<file path="src/logic/line_ctl_defines.svh">
/*
 * Offsets, field positions and reset values of the per-line protocol
 * control registers. Assumes an 8-bit register address {line, index}.
 */
`ifndef LINE_CTL_DEFINES_SVH
`define LINE_CTL_DEFINES_SVH

// ****************************************
// Register indices (low address nibble)
// ****************************************
`define IDX_IRQ_STATUS 4'h0
`define IDX_IRQ_MASK 4'h1
`define IDX_RESUME 4'h2
`define IDX_PROTOCOL 4'hA
`define IDX_LINE_STATE 4'hB
`define IDX_TX_MODE 4'hC
`define IDX_RX_MODE 4'hD
`define IDX_PROGRESS 4'hE
`define IDX_CTL_HOLD 4'hF

// ****************************************
// Field positions
// ****************************************
`define PROTO_IDLE_MARK 0
`define PROTO_STRIP_SYNC 1
`define PROTO_CHECK_LO 3
`define PROTO_CHECK_HI 4
`define PROTO_RX_BYPASS 5
`define PROTO_TX_BYPASS 6
`define NEXT_MODE_LO 13
`define NEXT_MODE_HI 15
`define CHECK_FLAG 10
`define CTL_IRQ_BIT 0
`define CTL_DISCARD_BIT 4
`define RESUME_BIT 0

// ****************************************
// Writable masks and reset values
// ****************************************
`define PROTO_MASK 16'hFF7B
`define NEXT_MASK 16'hE400
`define PROTO_RESET 16'h0000
`define NEXT_RESET 16'h0000
`define MODE_RESET 3'h0
`define CTL_RESET 8'h00
`define IRQ_COUNT 4

`endif

</file>
<file path="src/logic/line_ctl_pkg.sv">
/*
 * Types shared by the line control block.
 * Assumes the defines header is compiled alongside.
 */
package line_ctl_pkg;

	// Block check kinds, order follows the two-bit field code
	typedef enum logic [1:0] {
		CHECK_LRC8,
		CHECK_CRC16,
		CHECK_UNUSED16,
		CHECK_CCITT
	} check_type;

	// Leading-sync stripper states
	typedef enum logic {
		STRIP_IDLE,
		STRIP_ACTIVE
	} strip_state_type;

endpackage : line_ctl_pkg

</file>
<file path="src/logic/sync_strip.sv">
/*
 * Per-line receive sync stripper: decides whether a received character
 * goes to the receive buffer. Assumes one character pulse per cycle.
 */
`timescale 1ns/1ns
module sync_strip (
	input wire logic clk,
	input wire logic reset,
	input wire logic strip_enable,
	input wire logic rx_valid,
	input wire logic rx_is_sync,
	input wire logic sync_found,
	output logic keep,
	output logic strip_on
);
	import line_ctl_pkg::*;

	line_ctl_pkg::strip_state_type state_ff;
	line_ctl_pkg::strip_state_type nxt_state;

	// ****************************************
	// Stripping window
	// ****************************************
	// Sync acquisition chars never stored; leading syncs dropped in window
	assign keep = rx_valid && !sync_found && !(state_ff == STRIP_ACTIVE && rx_is_sync);
	assign strip_on = (state_ff == STRIP_ACTIVE);

	// Window opens on sync, closes on first non-sync character
	always_comb begin
		nxt_state = state_ff;
		case (state_ff)
			STRIP_IDLE: begin
				if (sync_found && strip_enable)
					nxt_state = STRIP_ACTIVE;
			end
			STRIP_ACTIVE: begin
				if (rx_valid && !rx_is_sync && !sync_found)
					nxt_state = STRIP_IDLE;
			end
			default: nxt_state = STRIP_IDLE;
		endcase
	end

	always_ff @(posedge clk or posedge reset) begin
		if (reset)
			state_ff <= STRIP_IDLE;
		else
			state_ff <= nxt_state;
	end

endmodule : sync_strip

</file>
<file path="src/logic/event_irq.sv">
/*
 * Sticky event status with mask and one level interrupt.
 * Assumes write-one-to-clear strobes from the register decoder.
 */
`timescale 1ns/1ns
module event_irq #(
	parameter int N = 4
) (
	input wire logic clk,
	input wire logic reset,
	input wire logic [N-1:0] set,
	input wire logic clr_wr,
	input wire logic mask_wr,
	input wire logic [N-1:0] wdata,
	output logic [N-1:0] status_ff,
	output logic [N-1:0] mask_ff,
	output logic irq
);
	logic [N-1:0] nxt_status;

	// Set wins over a clear landing in the same cycle
	assign nxt_status = (status_ff & ~(clr_wr ? wdata : '0)) | set;
	assign irq = |(status_ff & mask_ff);

	always_ff @(posedge clk or posedge reset) begin
		if (reset) begin
			status_ff <= '0;
			mask_ff <= '0;
		end else begin
			status_ff <= nxt_status;
			if (mask_wr)
				mask_ff <= wdata;
		end
	end

endmodule : event_irq

</file>
<file path="src/logic/line_protocol_control_regs.sv">
/*
 * Per-line protocol control registers of a multi-line synchronous
 * communications controller, with the decisions the character processor
 * draws from them. Assumes the processor presents one line at a time on
 * proc_line with one-cycle event pulses, and a plain host register port.
 */
// Design decision made here: the plain strobed port.
// Functional notes
// - Transmit mode field selects transmit table.
// - Receive mode field selects receive table.
// - On resume, held control byte disposes character.
// - Processor may store discard-only byte, mode kept.
// - Held byte stored with interrupt bit cleared.
// - Idle-mark: mark after last character when counts zero.
// - Idle-mark clear: sync idles, async holds mark.
// - Strip leading syncs after sync when enabled.
// - Sync acquisition characters always discarded.
// - Two-bit field selects block check kind.
// - Receive bypass in mode zero skips fetch.
// - Transmit bypass in mode zero skips fetch.
// - Line state keeps next rx mode, expect-check.
// - Line progress keeps next tx mode, send-check.
// - Discard bit prevents storing the character.
`timescale 1ns/1ns
`include "line_ctl_defines.svh"
module line_protocol_control_regs #(
	parameter int NUM_LINES = 16
) (
	input wire logic clk,
	input wire logic reset,
	input wire logic [7:0] addr,
	input wire logic [15:0] wdata,
	input wire logic wr_stb,
	input wire logic rd_stb,
	output logic [15:0] rdata,
	output logic irq,
	input wire logic [3:0] proc_line,
	input wire logic line_is_sync,
	input wire logic tx_counts_zero,
	input wire logic tx_char_done,
	input wire logic tx_marked_zero,
	input wire logic rx_marked_zero,
	input wire logic rx_valid,
	input wire logic rx_is_sync,
	input wire logic sync_found,
	input wire logic proc_ctl_wr,
	input wire logic [7:0] proc_ctl_byte,
	input wire logic proc_discard_wr,
	output logic [2:0] tx_mode,
	output logic [2:0] rx_mode,
	output line_ctl_pkg::check_type check_kind,
	output logic tx_fetch_skip,
	output logic rx_fetch_skip,
	output logic drive_mark,
	output logic send_idle_sync,
	output logic rx_store,
	output logic strip_on,
	output logic expect_check,
	output logic send_check,
	output logic resume_ff,
	output logic [3:0] resume_line_ff,
	output logic [7:0] resume_byte_ff,
	output logic resume_discard_ff
);
	import line_ctl_pkg::*;

	// ****************************************
	// Parameter check
	// ****************************************
	// Line number travels in one address nibble
	if (NUM_LINES < 1 || NUM_LINES > 16) begin : g_bad_lines
		$error("NUM_LINES must be 1 to 16");
	end

	// Two-bit field code maps straight onto the check kind
	function automatic check_type decode_check(input logic [15:0] proto);
		return check_type'({proto[`PROTO_CHECK_HI], proto[`PROTO_CHECK_LO]});
	endfunction : decode_check

	// ****************************************
	// Per-line storage
	// ****************************************
	logic [15:0] proto_ff [NUM_LINES];
	logic [15:0] state_ff [NUM_LINES];
	logic [15:0] progress_ff [NUM_LINES];
	logic [2:0] txm_ff [NUM_LINES];
	logic [2:0] rxm_ff [NUM_LINES];
	logic [7:0] hold_ff [NUM_LINES];
	logic [NUM_LINES-1:0] mark_ff;
	logic [NUM_LINES-1:0] keep_vec;
	logic [NUM_LINES-1:0] strip_vec;
	logic [15:0] rdata_ff;

	// ****************************************
	// Host address decode
	// ****************************************
	wire [3:0] host_line = addr[7:4];
	wire [3:0] host_idx = addr[3:0];
	wire host_line_ok = 32'(host_line) < NUM_LINES;
	wire wr_proto = wr_stb && host_idx == `IDX_PROTOCOL;
	wire wr_state = wr_stb && host_idx == `IDX_LINE_STATE;
	wire wr_txm = wr_stb && host_idx == `IDX_TX_MODE;
	wire wr_rxm = wr_stb && host_idx == `IDX_RX_MODE;
	wire wr_prog = wr_stb && host_idx == `IDX_PROGRESS;
	wire wr_hold = wr_stb && host_idx == `IDX_CTL_HOLD;
	wire wr_clr = wr_stb && host_idx == `IDX_IRQ_STATUS;
	wire wr_mask = wr_stb && host_idx == `IDX_IRQ_MASK;
	wire wr_resume = wr_stb && host_idx == `IDX_RESUME && wdata[`RESUME_BIT];

	// ****************************************
	// Per-line update logic
	// ****************************************
	for (genvar g = 0; g < NUM_LINES; g++) begin : g_line
		wire host_hit = host_line == 4'(g);
		wire proc_hit = proc_line == 4'(g);
		wire [15:0] proto = proto_ff[g];
		wire idle_bit = proto[`PROTO_IDLE_MARK];
		wire [2:0] nxt_txm;
		wire [2:0] nxt_rxm;
		wire [7:0] nxt_hold;
		wire nxt_mark;

		// Marked count at zero loads next mode; it beats a host write
		assign nxt_txm = (proc_hit && tx_marked_zero) ?
			progress_ff[g][`NEXT_MODE_HI:`NEXT_MODE_LO] :
			(wr_txm && host_hit) ? wdata[2:0] : txm_ff[g];
		assign nxt_rxm = (proc_hit && rx_marked_zero) ?
			state_ff[g][`NEXT_MODE_HI:`NEXT_MODE_LO] :
			(wr_rxm && host_hit) ? wdata[2:0] : rxm_ff[g];

		// Every store clears the interrupt bit; discard-only keeps mode
		assign nxt_hold = (proc_hit && proc_ctl_wr) ?
			(proc_ctl_byte & ~8'h01) :
			(proc_hit && proc_discard_wr) ?
			((hold_ff[g] & ~8'h01) | 8'h10) :
			(wr_hold && host_hit) ? (wdata[7:0] & ~8'h01) :
			hold_ff[g];

		// Mark latches when the last character finishes, drops on new data
		assign nxt_mark = !tx_counts_zero && proc_hit ? 1'b0 :
			(proc_hit && tx_char_done && idle_bit) ? 1'b1 :
			mark_ff[g] && idle_bit;

		always_ff @(posedge clk or posedge reset) begin
			if (reset) begin
				proto_ff[g] <= `PROTO_RESET;
				state_ff[g] <= `NEXT_RESET;
				progress_ff[g] <= `NEXT_RESET;
				txm_ff[g] <= `MODE_RESET;
				rxm_ff[g] <= `MODE_RESET;
				hold_ff[g] <= `CTL_RESET;
				mark_ff[g] <= 1'b0;
			end else begin
				if (wr_proto && host_hit)
					proto_ff[g] <= wdata & `PROTO_MASK;
				if (wr_state && host_hit)
					state_ff[g] <= wdata & `NEXT_MASK;
				if (wr_prog && host_hit)
					progress_ff[g] <= wdata & `NEXT_MASK;
				txm_ff[g] <= nxt_txm;
				rxm_ff[g] <= nxt_rxm;
				hold_ff[g] <= nxt_hold;
				mark_ff[g] <= nxt_mark;
			end
		end

		// Each line keeps its own stripping window
		sync_strip u_strip (
			.clk(clk),
			.reset(reset),
			.strip_enable(proto[`PROTO_STRIP_SYNC]),
			.rx_valid(rx_valid && proc_hit),
			.rx_is_sync(rx_is_sync),
			.sync_found(sync_found && proc_hit),
			.keep(keep_vec[g]),
			.strip_on(strip_vec[g])
		);
	end

	// ****************************************
	// Processor-facing selection
	// ****************************************
	wire line_ok = 32'(proc_line) < NUM_LINES;
	wire [3:0] pl = line_ok ? proc_line : 4'h0;
	wire [15:0] cur_proto = proto_ff[pl];
	wire cur_idle_bit = cur_proto[`PROTO_IDLE_MARK];

	assign tx_mode = txm_ff[pl];
	assign rx_mode = rxm_ff[pl];
	// Unused code passes through; accumulator runs without a polynomial
	assign check_kind = decode_check(cur_proto);
	assign tx_fetch_skip = cur_proto[`PROTO_TX_BYPASS] && txm_ff[pl] == 3'h0;
	assign rx_fetch_skip = cur_proto[`PROTO_RX_BYPASS] && rxm_ff[pl] == 3'h0;
	// Idle with bit clear: sync lines idle syncs, async lines sit at mark
	assign send_idle_sync = tx_counts_zero && !cur_idle_bit && line_is_sync;
	// Latched mark ignored at once when the idle bit is cleared
	assign drive_mark = (mark_ff[pl] && cur_idle_bit) ||
		(tx_counts_zero && !cur_idle_bit && !line_is_sync);
	assign rx_store = line_ok && keep_vec[pl];
	assign strip_on = strip_vec[pl];
	assign expect_check = state_ff[pl][`CHECK_FLAG];
	assign send_check = progress_ff[pl][`CHECK_FLAG];

	// ****************************************
	// Resume and disposition
	// ****************************************
	// Held byte is sampled at the resume write; a same-cycle store is missed
	wire [3:0] rl = host_line_ok ? host_line : 4'h0;
	always_ff @(posedge clk or posedge reset) begin
		if (reset) begin
			resume_ff <= 1'b0;
			resume_line_ff <= 4'h0;
			resume_byte_ff <= 8'h00;
			resume_discard_ff <= 1'b0;
		end else begin
			resume_ff <= wr_resume && host_line_ok;
			if (wr_resume && host_line_ok) begin
				resume_line_ff <= host_line;
				resume_byte_ff <= hold_ff[rl];
				resume_discard_ff <= hold_ff[rl][`CTL_DISCARD_BIT];
			end
		end
	end

	// ****************************************
	// Interrupt events
	// ****************************************
	// 0: mark entered, 1: rx marked zero, 2: tx marked zero, 3: discard stored
	logic [`IRQ_COUNT-1:0] irq_status;
	logic [`IRQ_COUNT-1:0] irq_mask;
	wire [`IRQ_COUNT-1:0] irq_set = {
		proc_discard_wr && line_ok,
		tx_marked_zero && line_ok,
		rx_marked_zero && line_ok,
		line_ok && !mark_ff[pl] && tx_char_done && tx_counts_zero && cur_idle_bit
	};

	event_irq #(
		.N(`IRQ_COUNT)
	) u_irq (
		.clk(clk),
		.reset(reset),
		.set(irq_set),
		.clr_wr(wr_clr),
		.mask_wr(wr_mask),
		.wdata(wdata[`IRQ_COUNT-1:0]),
		.status_ff(irq_status),
		.mask_ff(irq_mask),
		.irq(irq)
	);

	// ****************************************
	// Read path
	// ****************************************
	// Unmapped indices read as zero; absent lines too, except the shared status and mask
	logic [15:0] rd_mux;
	always_comb begin
		rd_mux = 16'h0000;
		case (host_idx)
			`IDX_IRQ_STATUS: rd_mux = 16'(irq_status);
			`IDX_IRQ_MASK: rd_mux = 16'(irq_mask);
			`IDX_PROTOCOL: rd_mux = host_line_ok ? proto_ff[rl] : 16'h0000;
			`IDX_LINE_STATE: rd_mux = host_line_ok ? state_ff[rl] : 16'h0000;
			`IDX_TX_MODE: rd_mux = host_line_ok ? 16'(txm_ff[rl]) : 16'h0000;
			`IDX_RX_MODE: rd_mux = host_line_ok ? 16'(rxm_ff[rl]) : 16'h0000;
			`IDX_PROGRESS: rd_mux = host_line_ok ? progress_ff[rl] : 16'h0000;
			`IDX_CTL_HOLD: rd_mux = host_line_ok ? 16'(hold_ff[rl]) : 16'h0000;
			default: rd_mux = 16'h0000;
		endcase
	end

	// Read data stand only in the cycle after the strobe
	always_ff @(posedge clk or posedge reset) begin
		if (reset)
			rdata_ff <= 16'h0000;
		else
			rdata_ff <= rd_stb ? rd_mux : 16'h0000;
	end
	assign rdata = rdata_ff;

endmodule : line_protocol_control_regs

</file>
<file path="config.mk">
export PLATFORM = sky130hd
export DESIGN_NAME = line_protocol_control_regs
export DESIGN_NICKNAME = d
export VERILOG_FILES = /design/src/logic/line_ctl_pkg.sv /design/src/logic/sync_strip.sv /design/src/logic/event_irq.sv /design/src/logic/line_protocol_control_regs.sv
export VERILOG_INCLUDE_DIRS = /design/src /design/src/logic
export SDC_FILE = /design/constraint.sdc
export NUM_CORES = 2
export LEC_CHECK = 0
export BUFFER_PORTS_ARGS = -buffer_cell sky130_fd_sc_hd__buf_2
export CAP_MARGIN = 20
export CORE_MARGIN = 2
export CORE_UTILIZATION = 57
export CTS_BUF_LIST = sky130_fd_sc_hd__clkbuf_16
export DETAILED_ROUTE_END_ITERATION = 7
export GPL_TIMING_DRIVEN = 1
export PLACE_DENSITY = 0.8
export SLEW_MARGIN = 20
export SYNTH_ARGS = -nofsm -noshare
export SYNTH_HDL_FRONTEND = slang
export SYNTH_SLANG_ARGS = --single-unit
</file>
<file path="constraint.sdc">
create_clock -name clk -period 23.2 [get_ports clk]
set_input_delay 4.64 -clock clk [delete_from_list [all_inputs] [get_ports clk]]
set_output_delay 4.64 -clock clk [all_outputs]
set_load 0.01 [all_outputs]
</file>
* Word-level counts from Yosys, hierarchy flattened
Cells that the tools add are included.
** Word-level totals
- Logic and storage cells :: 959
- Bits in registers :: 646
- Input bits :: 50
- Output and inout port bits :: 47
** Operators by class
- Order comparisons :: 3
- Eq/ne operators :: 54
- Reductions and logical operators :: 495
- Bitwise gates (word level) :: 22
- Mux-type cells :: 234
** Operators by type and width (number)
- $mux W8 :: 50
- $bmux W16 S4 :: 6
- $logic_and A1 B1 Y1 :: 371
- $mux W3 :: 72
- $pmux W16 S8 :: 1
- $mux W16 :: 7
- $reduce_bool A2 Y1 :: 48
- $eq A4 B4 Y1 const B :: 22
- $mux W1 :: 67
- $bmux W3 S4 :: 4
- $reduce_bool A3 Y1 :: 16
- $mux W11 :: 4
- $logic_not A1 Y1 :: 37
- $bmux W8 S4 :: 1
- $eq A4 B3 Y1 const B :: 8
- $ne A2 B2 Y1 const B :: 16
- $pmux W1 S2 :: 16
- $reduce_and A2 Y1 :: 16
- $eq A4 B2 Y1 const B :: 5
- $not A1 Y1 :: 16
- $mux W7 :: 2
- $bmux W1 S4 :: 3
- $eq A4 B1 Y1 const B :: 3
- $logic_not A4 Y1 :: 3
- 10 further kinds :: 14

* Logic depth before layout (Yosys ltp)
- Depth after elaboration :: 8
- Depth in mapped cells :: 10
- Depth with buffers taken out :: 5

* By module
A second synthesis with hierarchy kept.
** Second synthesis, totals
- Cell total of the unflattened synthesis :: 2572
- Area total of the unflattened synthesis :: 33333.2 µm²
** By module, submodules not included
- line_protocol_control_regs :: area an instance 32019.5 µm², cells each 2452, sequential area each 15114.5 µm², times used 1
- sync_strip :: area an instance 62.6 µm², cells each 6, sequential area each 25.0 µm², times used 16
- event_irq :: area an instance 312.8 µm², cells each 24, sequential area each 200.2 µm², times used 1

* Least setup slack after synthesis
OpenSTA, ideal clock, no wires.
- Kind :: input-to-output
- Start point :: input port proc_line[1]
- End point :: output port rx_fetch_skip
- Path slack :: 11945 ps
- Data required time :: 18560 ps
- Arrival time :: 6615 ps
- Path buffers :: 3
- Cell stages on the path :: 6
- Cells stage by stage :: buf_2 > buf_2 > buf_1 > mux4_2 > mux4_2 > nor4b_2
** Between the ends
- Longest elaborated chain between the ends :: 6
- Elaborated cells between the ends (all ways) :: 9
- Classes of those cells :: 6 x mux; 1 x bitwise; 2 x reduce/logical
** RTL lines
- start: declaration :: line line_protocol_control_regs.sv:37 : input wire logic [3:0] proc_line,
- $not A4 Y5
- $bmux W3 S4
- $mux W3 (2 in series)
- via rx_mode[2] :: line line_protocol_control_regs.sv:50 : output logic [2:0] rx_mode,
- $logic_not A3 Y1 :: line line_protocol_control_regs.sv:193 : assign rx_fetch_skip = cur_proto[`PROTO_RX_BYPASS] && rxm_ff[pl] == 3'h0;
- $logic_and A1 B1 Y1 :: line line_protocol_control_regs.sv:193
- end: declaration :: line line_protocol_control_regs.sv:53 : output logic rx_fetch_skip,
The timed path passes the listed nets, and every way through them passes these cells. The select of a mux whose other input is x is not followed.

* Worst setup path in the final report
- Start point :: input port proc_line[0]
- End point :: output port rx_fetch_skip
** Between the ends
- Longest elaborated chain between the ends :: 6
- Elaborated cells between the ends (all ways) :: 9
- Classes of those cells :: 6 x mux; 1 x bitwise; 2 x reduce/logical
** RTL lines (line)
- $not A4 Y5 (not written as such) * :: line_protocol_control_regs.sv:185, line_protocol_control_regs.sv:193
- $bmux W3 S4 :: line_protocol_control_regs.sv:193
- $mux W3 (not written as such) (2 in series) :: line_protocol_control_regs.sv:193
- $logic_not A3 Y1 :: line_protocol_control_regs.sv:193
- $logic_and A1 B1 Y1 * :: line_protocol_control_regs.sv:193
Mark *: on every way between the ends. The rest lies on a longest branch, timed or not. The select of a mux whose other input is x is not followed.

==> impl_metrics.json <==
{
  "synthesis.area_um2": 33100,
  "start_util": 0.575,
  "wirelength_um": 99000,
  "cp_slowest_cell": "buf_4",
  "synthDistinctLibCells": 62,
  "synth-edff-count": 0,
  "grt_max_degree": 201,
  "cts_resized": 0,
  "maxSlewHeadroom": 0.0899,
  "outcome": "finished, final reports clean",
  "viasPerCell": 7.00,
  "synth_most_common_cell": "dfrtp_1",
  "setup_viol": 0,
  "skew_ps": 19.3,
  "holdCritPathClass": "reg -> reg",
  "clkTransAtPathRegs_ps": 60,
  "startpoint_type": "primary input",
  "finalHoldViolCount": 0,
  "min_period_ps": 12610,
  "cts_hold_buffers": 0,
  "endpoint_kind": "primary output",
  "die_x_um": 245,
  "yosys.area.top_type_share": 0.475,
  "synth_flop_cell": "dfrtp_1",
  "nets": 2601,
  "critPathKind": "in -> out",
  "port_buffers": 94,
  "yosys-top-cells-count": "dfrtp_1, mux2_2, nand2_1",
  "initialDrtViolationCount": 3006,
  "overflow": 0,
  "yosysTopAreaCell": "dfrtp_1",
  "area_growth_pct": 8.96,
  "syn_inst": 2576,
  "grt_pass1_wl_um": 150000,
  "multiInputGateArea_um2": 16300,
  "vdd_drop_max_mv": 0.0814,
  "cts.path.max_buffers": 3,
  "crit_chain": "buf_4 -> buf_4 -> mux4_2 -> mux4_2 -> nor4b_2 -> buf_2",
  "cts_setup_buffers": 0,
  "synth_nets": 2626,
  "drive_gt1_frac": 0.337,
  "cts_made_buffers": 69,
  "arrival_ps": 7970,
  "cts.sinks": 628,
  "critical_path.top_delay_family": "buffers and inverters",
  "worstPathMaxFanout": 46,
  "p_per_area_nw_per_um2": 73.6,
  "fin_crit_sh": 0.543,
  "grt_usage": 0.335,
  "drt_first_pass_iters": 7,
  "dp_hpwl_um": 63600,
  "avgSynthCellArea_um2": 12.8,
  "ios": 97,
  "die_area_um2": 59900,
  "slew_violations": 0,
  "row_count": 88,
  "cts_tree": "done",
  "ys_ff_latch": 628,
  "vias": 23600,
  "ys_async_sr_fraction": 1.00,
  "slowest_delay_ps": 710,
  "antenna_violating_nets_post_route": 0,
  "gp_congestion": 0.945,
  "yosys_warnings": 0,
  "ys_seq_area_frac": 0.475,
  "fillCellCount": 4175,
  "synthTopCellsByArea": "dfrtp_1, mux4_2, mux2_2",
  "max-cap-violations": 0,
  "seqCellArea_um2": 15700,
  "core_um2": 57500,
  "power_leakage_nw": 16.2,
  "wire_per_inst_um": 29.3,
  "worstMarginPinSlew_ps": 1350,
  "clkLatencyLatePin_ps": 630,
  "cp.required_ps": 18560,
  "die_height_um": 245,
  "finalSetupTns_ps": 0,
  "drc": 0,
  "clockRootBuffer": "clkbuf_16",
  "grt_pass1_vias": 24000,
  "antenna_found_initial": 5,
  "cp_num_buf_inv": 3,
  "htreeDepth": 3,
  "clock.fmax_mhz": 79.3,
  "final_util": 0.627,
  "rsz0062_at_grt": "false"
}
path summary, 6_finish.rpt:
kind / startpoint / endpoint / slack [ps] / depth (start not counted)
min in group asynchronous: reset / resume_ff / 4190 / 2
max in group asynchronous: reset / state_ff[122] / 15730 / 6
worst max-delay path: proc_line[0] / rx_fetch_skip / 10590 / 6
worst min-delay path: hold_ff[46] / hold_ff[46] / 480 / 2
worst max register to register: hold_ff[97] / rdata[1] / 20740 / 5
worst min register to register: hold_ff[46] / hold_ff[46] / 480 / 2
power breakdown:
part,leakage (nW),internal (mW),switching [mW]
logic,6.64,0.155,0.183
registers,8.48,1.19,0.0642
clock network,1.11,0.585,0.473
per-stage QoR:
step / setup slack, ps / cells / cell area [µm²] / power [mW] / hold WS (ps)
3_3_place_gp: 10610 / 3243 / 33800 / 1.58 / 457
6_report: 10590 / 3376 / 36000 / 2.65 / 476
2_1_floorplan: 971 / 2576 / 33100 / 1.49 / 445
3_5_place_dp: 10610 / 3243 / 33800 / 1.60 / 468
5_1_grt: 10410 / 3371 / 36000 / 2.74 / 509
4_1_cts: 10600 / 3369 / 35900 / 2.65 / 481
flip-flops by register name (all words and copies together), names as in the netlist, 16 cells and up:
name / cells
g_line.proto: 224
hold_ff: 112
progress_ff: 64
state_ff: 64
rxm_ff: 48
txm_ff: 48
g_line.u_strip.strip_on: 16
mark_ff: 16
rdata: 16
cell usage in the layout, fill, tap and decap left out, types with 23 or more instances in the layout:
cell type | synthesis | final
dfrtp_1 | 628 | 628
mux2_2 | 386 | 386
nand2_1 | 307 | 302
mux4_2 | 243 | 243
o21ai_0 | 171 | 171
mux2i_1 | 134 | 134
nor2_1 | 92 | 90
buf_2 | 51 | 88
clkbuf_16 | 0 | 69
a22oi_1 | 46 | 46
a31oi_1 | 46 | 45
inv_1 | 24 | 38
buf_4 | 8 | 34
nand3_1 | 28 | 28
and2_0 | 26 | 26
a21oi_1 | 23 | 23
worst min-delay path, delay by kind of cell (launching register included):
| family | cells | cell delay [ps] |
|---|---|---|
| flops | 1 | 340 |
| compound gates | 1 | 60 |
| simple gates | 1 | 40 |
routing by layer:
| metal | share of wire | up-vias | global-route usage | wire, µm |
|---|---|---|---|---|
| li1 | - | 9588 | - | - |
| met1 | 0.37 | 12200 | 0.443 | 36700 |
| met2 | 0.46 | 1475 | 0.510 | 45400 |
| met3 | 0.11 | 370 | 0.0862 | 10700 |
| met4 | 0.061 | 6 | 0.186 | 6030 |
| met5 | 0.00030 | - | 0 | 30 |
area by class of cell:
| cell class | count | share of cell area |
|---|---|---|
| clock buffers | 69 | 0.0479 |
| flip-flops and latches | 628 | 0.436 |
| multi-input cells | 1699 | 0.452 |
| repair buffers | 128 | 0.0222 |
| inverters | 25 | 0.00281 |
| diodes | 5 | 0.000347 |
| well taps | 765 | 0.0266 |
| clock inverters | 57 | 0.0122 |
cell families (layout without fill, tap and decap cells):
family	count (synthesis)	count (layout)	share of synthesized area
AO/OA/AOI/OAI	383	383	0.0758
multiplexers	763	763	0.338
buffers and inverters	249	279	0.0343
other	1	6	0.000113
AND/OR/NAND/NOR	552	552	0.0767
flip-flops	628	628	0.475
No activity file was read; power rests on OpenSTA's default activity.
